**config.mk**
```make
export PLATFORM = sky130hd
export DESIGN_NAME = frd_reading_tx
export DESIGN_NICKNAME = d
export VERILOG_FILES = /design/src/logic/frd_pkg.sv /design/src/logic/frd_fifo.sv /design/src/logic/frd_reading_tx.sv
export SDC_FILE = /design/constraint.sdc
export NUM_CORES = 1
export LEC_CHECK = 0
export CAP_MARGIN = 40
export CORE_ASPECT_RATIO = 0.8
export CORE_MARGIN = 3
export CORE_UTILIZATION = 53
export DETAILED_ROUTE_END_ITERATION = 16
export DONT_BUFFER_PORTS = 1
export PLACE_DENSITY_LB_ADDON = 0.2
export SYNTH_ARGS = -nofsm -noshare
export SYNTH_HDL_FRONTEND = slang
export SYNTH_SLANG_ARGS = --single-unit
```
**constraint.sdc**
```tcl
create_clock -name i_mclk -period 3.7 [get_ports i_mclk]
set_input_delay 0.37 -clock i_mclk [delete_from_list [all_inputs] [get_ports i_mclk]]
set_output_delay 0.37 -clock i_mclk [all_outputs]
set_load 0.02 [all_outputs]
```
**src/logic/frd_pkg.sv**
```systemverilog
/*
 * Shared constants, types and the checksum function of the flow reading
 * format block. Assumes one system clock and a synchronous reset.
 */
package frd_pkg;

    // widths and depth of the reading path
    localparam int WORD_W     = 16;
    localparam int BYTE_W     = 8;
    localparam int FIFO_DEPTH = 16;

    // word checksum
    localparam logic [7:0] CRC_POLY = 8'h31;
    localparam logic [7:0] CRC_INIT = 8'hFF;

    // flow-unit word layout
    localparam int PFX_LSB     = 0;
    localparam int PFX_W       = 4;
    localparam int TBASE_LSB   = 4;
    localparam int TBASE_W     = 4;
    localparam int UNIT_LSB    = 8;
    localparam int UNIT_W      = 5;
    localparam int UNIT_USED_W = 13;

    // documented unit codes
    localparam logic [3:0]  PFX_ONE     = 4'h8;
    localparam logic [3:0]  TBASE_MIN   = 4'h4;
    localparam logic [4:0]  UNIT_SLITER = 5'h01;
    localparam logic [15:0] UNIT_SLM    = 16'h0148;

    // conversion figures applied by the consumer of the readings
    localparam int FLOW_SCALE  = 170;
    localparam int FLOW_OFFSET = -24576;
    localparam int TEMP_SCALE  = 200;
    localparam int TEMP_OFFSET = 0;

    typedef enum logic [1:0] {
        KIND_FLOW = 2'h0,
        KIND_TEMP = 2'h1,
        KIND_UNIT = 2'h2
    } frd_kind_t;

    typedef struct packed {
        frd_kind_t          kind;
        logic [WORD_W-1:0]  data;
    } frd_word_t;

    typedef struct packed {
        frd_kind_t          kind;
        logic               last;
        logic [BYTE_W-1:0]  data;
    } frd_byte_t;

    typedef struct packed {
        logic [UNIT_W-1:0]  unit;
        logic [TBASE_W-1:0] tbase;
        logic [PFX_W-1:0]   prefix;
    } frd_unit_t;

    // checksum over one 16-bit word, msb first, no reflection, no final xor
    function automatic logic [7:0] crc8(input logic [WORD_W-1:0] w);
        logic [7:0] c;
        c = CRC_INIT;
        for (int i = WORD_W - 1; i >= 0; i--) begin
            if (c[7] ^ w[i]) begin
                c = {c[6:0], 1'b0} ^ CRC_POLY;
            end else begin
                c = {c[6:0], 1'b0};
            end
        end
        return c;
    endfunction

endpackage

```
**src/logic/frd_fifo.sv**
```systemverilog
/*
 * Synchronous FIFO with valid and ready on both sides.
 * Assumes the drain side may stall; in_ready is registered.
 */
`timescale 1ns/1ns
module frd_fifo #(
    parameter int WIDTH = 18,
    parameter int DEPTH = 16
) (
    input  wire logic             i_mclk,
    input  wire logic             i_sys_rst,
    input  wire logic [WIDTH-1:0] i_data,
    input  wire logic             i_valid,
    output logic                  o_ready,
    output logic [WIDTH-1:0]      o_data,
    output logic                  o_valid,
    input  wire logic             i_ready
);
    localparam int AW = $clog2(DEPTH);

    typedef struct packed {
        logic [AW-1:0] wp;
        logic [AW-1:0] rp;
        logic [AW:0]   cnt;
        logic          rdy;
    } frd_fifo_st_t;

    frd_fifo_st_t     st_q;
    frd_fifo_st_t     st_d;
    logic [WIDTH-1:0] mem [DEPTH];
    logic             push;
    logic             pop;

    assign push    = i_valid && st_q.rdy;
    assign pop     = i_ready && (st_q.cnt != '0);
    assign o_valid = (st_q.cnt != '0);
    assign o_data  = mem[st_q.rp];
    assign o_ready = st_q.rdy;

    // pointer and count update; ready drops once the buffer is full
    always_comb begin
        st_d = st_q;
        if (push) begin
            st_d.wp = st_q.wp + 1'b1;
        end
        if (pop) begin
            st_d.rp = st_q.rp + 1'b1;
        end
        st_d.cnt = st_q.cnt + (AW+1)'(push) - (AW+1)'(pop);
        st_d.rdy = (st_d.cnt < (AW+1)'(DEPTH));
    end

    always_ff @(posedge i_mclk) begin
        if (i_sys_rst) begin
            st_q <= '{wp: '0, rp: '0, cnt: '0, rdy: 1'b1};
        end else begin
            st_q <= st_d;
        end
    end

    // storage
    always_ff @(posedge i_mclk) begin
        if (push) begin
            mem[st_q.wp] <= i_data;
        end
    end

endmodule

```
**src/logic/frd_reading_tx.sv**
```systemverilog
/*
 * Reading word formatter: buffers flow, temperature and unit words and
 * sends each as high byte, low byte and checksum byte; decodes unit words.
 * Assumes the word source and byte consumer run on i_mclk.
 */
`timescale 1ns/1ns
module frd_reading_tx (
    input  wire logic              i_mclk,
    input  wire logic              i_sys_rst,
    input  wire frd_pkg::frd_word_t i_word,
    input  wire logic              i_word_valid,
    output logic                   o_word_ready,
    output frd_pkg::frd_byte_t     o_byte,
    output logic                   o_byte_valid,
    input  wire logic              i_byte_ready,
    output frd_pkg::frd_unit_t     o_unit,
    output logic                   o_unit_known
);
    typedef enum logic [1:0] {
        ST_IDLE = 2'b00,
        ST_HI   = 2'b01,
        ST_LO   = 2'b11,
        ST_CRC  = 2'b10
    } frd_state_t;

    typedef struct packed {
        frd_state_t                   state;
        logic [frd_pkg::WORD_W-1:0]   word;
        logic [7:0]                   crc;
        frd_pkg::frd_byte_t           out;
        logic                         valid;
        frd_pkg::frd_unit_t           unit;
        logic                         known;
    } frd_tx_st_t;

    frd_tx_st_t          st_q;
    frd_tx_st_t          st_d;
    frd_pkg::frd_word_t  fifo_word;
    logic                fifo_valid;
    logic                fifo_pop;
    logic                fifo_ready;
    logic [frd_pkg::WORD_W-1:0] clean_word;
    logic                accepted;

    // word buffer between source and byte sender
    frd_fifo #(
        .WIDTH ($bits(frd_pkg::frd_word_t)),
        .DEPTH (frd_pkg::FIFO_DEPTH)
    ) u_fifo (
        .i_mclk    (i_mclk),
        .i_sys_rst (i_sys_rst),
        .i_data    (i_word),
        .i_valid   (i_word_valid),
        .o_ready   (fifo_ready),
        .o_data    (fifo_word),
        .o_valid   (fifo_valid),
        .i_ready   (fifo_pop)
    );

    assign o_word_ready = fifo_ready;
    assign fifo_pop     = (st_q.state == ST_IDLE);
    assign accepted     = st_q.valid && i_byte_ready;

    // unit words carry no information above bit 12; signed readings pass untouched
    always_comb begin
        clean_word = fifo_word.data;
        if (fifo_word.kind == frd_pkg::KIND_UNIT) begin
            clean_word = {{(frd_pkg::WORD_W-frd_pkg::UNIT_USED_W){1'b0}},
                          fifo_word.data[frd_pkg::UNIT_USED_W-1:0]};
        end
    end

    // byte sequencer and unit decoder
    always_comb begin
        st_d = st_q;
        unique case (st_q.state)
            ST_IDLE: begin
                if (fifo_valid) begin
                    st_d.word     = clean_word;
                    st_d.crc      = frd_pkg::crc8(clean_word);
                    st_d.out.kind = fifo_word.kind;
                    st_d.out.last = 1'b0;
                    st_d.out.data = clean_word[15:8];
                    st_d.valid    = 1'b1;
                    st_d.state    = ST_HI;
                    if (fifo_word.kind == frd_pkg::KIND_UNIT) begin
                        st_d.unit.prefix = clean_word[frd_pkg::PFX_LSB +: frd_pkg::PFX_W];
                        st_d.unit.tbase  = clean_word[frd_pkg::TBASE_LSB +: frd_pkg::TBASE_W];
                        st_d.unit.unit   = clean_word[frd_pkg::UNIT_LSB +: frd_pkg::UNIT_W];
                        st_d.known       = (clean_word == frd_pkg::UNIT_SLM);
                    end
                end
            end
            ST_HI: begin
                if (accepted) begin
                    st_d.out.data = st_q.word[7:0];
                    st_d.state    = ST_LO;
                end
            end
            ST_LO: begin
                if (accepted) begin
                    st_d.out.data = st_q.crc;
                    st_d.out.last = 1'b1;
                    st_d.state    = ST_CRC;
                end
            end
            ST_CRC: begin
                if (accepted) begin
                    st_d.valid    = 1'b0;
                    st_d.out.last = 1'b0;
                    st_d.state    = ST_IDLE;
                end
            end
        endcase
    end

    always_ff @(posedge i_mclk) begin
        if (i_sys_rst) begin
            st_q <= '{state: ST_IDLE, word: '0, crc: '0, out: '0, valid: 1'b0,
                      unit: '0, known: 1'b0};
        end else begin
            st_q <= st_d;
        end
    end

    assign o_byte       = st_q.out;
    assign o_byte_valid = st_q.valid;
    assign o_unit       = st_q.unit;
    assign o_unit_known = st_q.known;
endmodule

```
# ---- Word-level counts from Yosys, hierarchy flattened
# Memories as Yosys holds them, arrays and structs flattened. A register that Yosys moved wholly into a read port is not among the register bits.
# Index checks and enable logic that the tools add are counted.
dict set report word_totals {
  output_inout_bits 27
  reg_bits 66
  n_memories 1
  mem_bits_rw 288
  word_cells 137
  inputBits 22
}
dict set report classes {
  bitwise 30
  eq_ne 9
  muxes 63
  magnitude_cmp 1
  reduce_logical 14
  addsub 4
}
# name words width read_ports rd_clocked_by_memory_dff write_ports line_no
set memory_table {}
lappend memory_table {u_fifo.mem 16 18 1 1 1 frd_fifo.sv:30} ;# logic [WIDTH-1:0] mem [DEPTH];
# operator n
set ops {}
lappend ops {{8-bit two-way mux} 31}
lappend ops {{6-bit two-way mux} 16}
lappend ops {{52-bit two-way mux} 1}
lappend ops {{3-bit inverter} 15}
lappend ops {{8-bit one-hot mux with 3 select lines} 1}
lappend ops {{16-bit by 9-bit == test with 1-bit output, second input constant} 1}
lappend ops {{16-bit two-way mux} 1}
lappend ops {{1-bit bitwise XOR} 15}
lappend ops {{14-bit two-way mux} 1}
lappend ops {{4-bit AND reduction} 3}
lappend ops {{9-bit two-way mux} 1}
lappend ops {{4-bit by 1-bit adder with 4-bit output, second input constant} 2}
lappend ops {{4-bit two-way mux} 2}
lappend ops {{2-bit inequality test, second input constant} 4}
lappend ops {{2-bit one-hot mux with 4 select lines} 1}
lappend ops {{2-bit == test, second input constant} 3}
lappend ops {{2-bit two-way mux} 3}
lappend ops {{3-bit AND reduction} 2}
lappend ops {{3-bit nonzero test} 2}
lappend ops {{5-bit by 1-bit adder with 5-bit output} 1}
lappend ops {{5-bit < comparator, second input constant} 1}
lappend ops {{5-bit nonzero test} 1}
lappend ops {{5-bit by 1-bit subtractor with 5-bit output} 1}
lappend ops {{1-bit logical AND} 3}
lappend ops {{7 further kinds} 9}

# ---- Longest topological paths before layout
dict set report logic_depth {
  ltp_word 65
  ltp_mapped 19
  mapped_depth_nobuf 17
}

# ---- Hierarchy
# Synthesis repeated with hierarchy kept, for this count alone.
dict set report unflattened {
  cells_unflattened 841
  area_unflattened_um2 14172.3
}
# module instances seq_area_each_um2 cells_each area_per_inst_um2
set modules_own_cells {}
lappend modules_own_cells {frd_fifo 1 9008.6 552 11768.8}
lappend modules_own_cells {frd_reading_tx 1 880.8 289 2403.6}

# ---- Worst setup path before layout
# OpenSTA, ideal clock, no wires.
dict set report synth_timing {
  path_kind {flip-flop to flip-flop}
  startpoint {register with a tool-made name}
  endpoint {register st_q[28] (netlist name)}
  period_less_slack_ns 3.766
  arrival_ns 3.681
  setup_slack_ns -0.066
  setup_ns 0.086
  path_stages_with_launch 16
  required_ns 3.614
  n_path_buf 3
  cell_sequence {dfxtp_1 buf_6 buf_6 buf_6 mux4_2 a22oi_1 nand3_1 a221oi_2 inv_1 ha_1 xor2_2 xnor2_2 xnor2_2 xnor3_2 xnor2_1 a211oi_1}
}
# element line_no
set synth_lines {}
lappend synth_lines {{to (signal assigned)} frd_reading_tx.sv:119} ;# st_q <= '{state: ST_IDLE, word: '0, crc: '0, out: '0, valid: 1'b0,
lappend synth_lines {{to (signal assigned)} frd_reading_tx.sv:122} ;# st_q <= st_d;
lappend synth_lines {{to (decl)} frd_reading_tx.sv:36} ;# frd_tx_st_t st_q;

==> impl_metrics.yaml <==
final_layout:
  layout.nets: 874
  fin_util_pct: 60.9
  areaGrowthSynthToFinish_pct: 12.6
  antenna_cells: 0
  final_layout_size_suffix_gt1_share_pct: 25.9
  fill_cells: 1919
  stdcell_area_um2: 16100
timing:
  final_max_slew_viol_count: 0
  finClkSkew_ns: 0.0236
  worst_slew_pin_slew_ns: 0.805
  period_share_pct: 96.4
  fin_ws_ns: 0.134
  min_period_ns: 3.57
  finalHoldViolations: 0
  whs_ns: 0.0545
  rsz0062_at_grt: "true"
  setup_viol: 0
  clock.fmax_mhz: 280
  slew_headroom_pct: 46.3
grt:
  grt_util_all_layers_pct: 21.8
  grt_pass1_vias: 7452
  grt_max_degree: 49
  antenna_found_initial: 0
  grt_first_pass_wirelength_mm: 46.9
  grt-ovfl-total: 0
clock_network:
  clkTransAtPathRegs_ns: 0.06
  cts_buffers: 35
  cts.sinks: 350
  cts_tree: "done"
  clockBufferDepth: 3
  root_buffer: "clkbuf_16"
  htreeDepth: 2
  clk_latency_ns: 0.50
yosys:
  synth_top_family_by_area: "multiplexers"
  synth-edff-count: 288
  netlist_area_um2: 14300
  synth-compound-area-share_pct: 3.52
  yosysSeqAreaShare_pct: 69.3
  synthSimpleGateAreaFrac_pct: 4.50
  syn-instance-count: 802
  synth_mux_area_share_pct: 14.2
  yosys.area_share.adder_pct: 1.19
  yosys.area_share.xor_xnor_pct: 3.70
  synth_ff_type: "edfxtp_1"
  ys_async_sr_fraction_pct: 0
  synth_fp_nets: 837
  yosysUniqueCellTypes: 57
  avgSynthCellArea_um2: 17.8
  ys_warn_count: 0
  ys_ff_latch: 350
run_status:
  status: "finished, final reports clean"
routing:
  drt-wirelength-per-cell_um: 25.3
  vias: 7293
  drtIter0Drc: 839
  wl_met1_mm: 13.5
  met2_length_mm: 14.8
  top_layer: "met4"
  wl_met3_mm: 2.21
  post_drt_via_cell_ratio: 5.97
  dr.pass1.iters: 5
  drc: 0
  ant_nets: 0
  routed_wl_mm: 30.9
setup_path:
  cp_data_arrival_time_ns: 3.96
  path_max_fanout: 7
  r2r_slack_ns: 0.13
  regToRegEndpoint: "st_q[28]"
  reg2reg_depth: 13
  cp-start-kind: "register"
  crit_path_end_kind: "register"
  path_class: "reg2reg"
  crit_required_ns: 4.09
die:
  num_io_pins: 49
  die_area_um2: 28900
  core-area_um2: 26400
  die_h_um: 153
  die_w_um: 189
  initial_core_util_pct: 54.1
  rows: 53
placement:
  gp_congestion: 0.824
  dp_hpwl_mm: 19.2
  place.port_buffers: 0
  preCtsSetupSlack_ns: -0.00717
  placed_area_um2: 14700
hold_path:
  min_to: "st_q[35]"
  worstHoldPathCells: 2
  hold_path_startpoint: "i_sys_rst"
  min_path_type: "in2reg"
power_and_ir_drop:
  p_leak_nw: 5.35
  max-vdd-ir-drop_v: 0.000629
  cellPowerDensity_nw_per_um2: 837
flow_run:
  timing.max_cap.violations: 0
[worst max-delay path, stage by stage, from the launching register on]
cell and delay, ns:
dfxtp_4 0.42, buf_6 0.18, mux4_2 0.50, a22oi_1 0.21, and3_2 0.32, a221oi_4 0.10
inv_1 0.10, ha_1 0.28, xor2_4 0.28, xnor2_4 0.12, xnor2_2 0.24, xnor3_2 0.33
xnor2_1 0.15, a211oi_1 0.25
[synth_stat cells (3+ instances only)]
library cell	instances	share of area, %
nor2b_1	5	0.22
dfxtp_1	62	8.7
nor3b_1	3	0.16
clkbuf_1	17	0.45
xnor2_1	20	1.2
nor2_1	65	1.7
mux4_2	75	12
nand4_1	3	0.13
nand2b_1	3	0.13
xnor2_2	7	0.80
o21a_1	6	0.32
inv_1	15	0.39
o22a_1	6	0.37
buf_1	4	0.11
a22oi_1	9	0.47
nand2_2	3	0.13
nor3_1	10	0.35
nand3_1	5	0.18
a211oi_1	7	0.37
nand2_1	33	0.87
mux2_2	9	0.71
buf_6	7	0.55
buf_4	25	1.3
ha_1	12	1.1
xor2_1	13	0.80
mux2i_1	19	1.3
buf_2	9	0.32
a22o_1	4	0.25
a222oi_1	6	0.42
a21oi_1	17	0.60
edfxtp_1	288	61
[area by class of cell]
class / count / area, um2 / area share [%]
clock buffer: 42 / 902 / 5.61
clock inverter: 20 / 199 / 1.24
inverter: 16 / 60.1 / 0.374
multi-input combinational: 371 / 3970 / 24.7
sequential: 350 / 9900 / 61.6
tap: 357 / 447 / 2.78
timing repair buffer: 65 / 598 / 3.72
[repair_timing]
action / 4_1_cts / 5_1_grt
endpoints found under the hold margin: 336 / 0
buffers inserted: 0 / 6
endpoints found under the setup margin: 2 / 6
hold buffers: 19 / 0
gates resized for setup: 2 / 8
pin swaps: 0 / 4
[registers in the layout, indices dropped and copies added, names as in the netlist, named ones only]
signal,cells
u_fifo.mem,288
st_q,18
o_unit,13
u_fifo.st_q,13
o_byte,11
o_byte_valid,1
o_unit_known,1
u_fifo.o_ready,1
[placed cells by master, fill, tap and decap left out, drive strengths merged, types with 5 or more instances in the layout]
cell and n:
nand3 6, mux4 76, ha 12, a22oi 11, nor2 67, mux2i 20, buf 47, a21oi 17
o22a 6, nand2 36, nor2b 5, a222oi 6, xor2 15, nor3 10, edfxtp 288, mux2 9
a211oi 7, clkinv 13, xnor2 27, o21a 6, dfxtp 62, clkbuf 42, dlygate4sd3 18, inv 17
[stage by stage]
step,TNS [ns],power (mW),cells
finish,0,13.5,1221
global route,-0.122,14.1,1221
CTS,0,13.2,1215
detailed placement,-0.00969,9.74,1134
global placement,0,9.61,1134
floorplan,0,8.99,802
[metal layers]
metal / GRT usage (%) / up-vias
met2: 34.0 / 286
met4: 4.75 / 0
li1: - / 3168
met3: 4.16 / 39
met1: 32.6 / 3800
met5: 0 / -
[where the power goes]
| group | internal, mW | switching (mW) |
|---|---|---|
| registers | 4.61 | 0.361 |
| clock network | 2.02 | 1.37 |
| logic | 2.63 | 2.47 |
[kinds of logic after synthesis]
logic type,count (synthesis)
xor gates and xnor gates,46
DFF,350
muxes,105
adders and majority gates,13
buffers and inverters,81
and+or+nand+nor,141
AOI/OAI and AO/OA,66
[worst max path at each step]
stage                        start       end  cells past startpoint
after floorplan           register  st_q[28]                     15
after global placement    register  st_q[27]                     13
after detailed placement  register  st_q[28]                     13
after CTS                 register  st_q[28]                     13
after global routing      register  st_q[28]                     13
final                     register  st_q[28]                     13
Power figures use the tool's default switching activity.
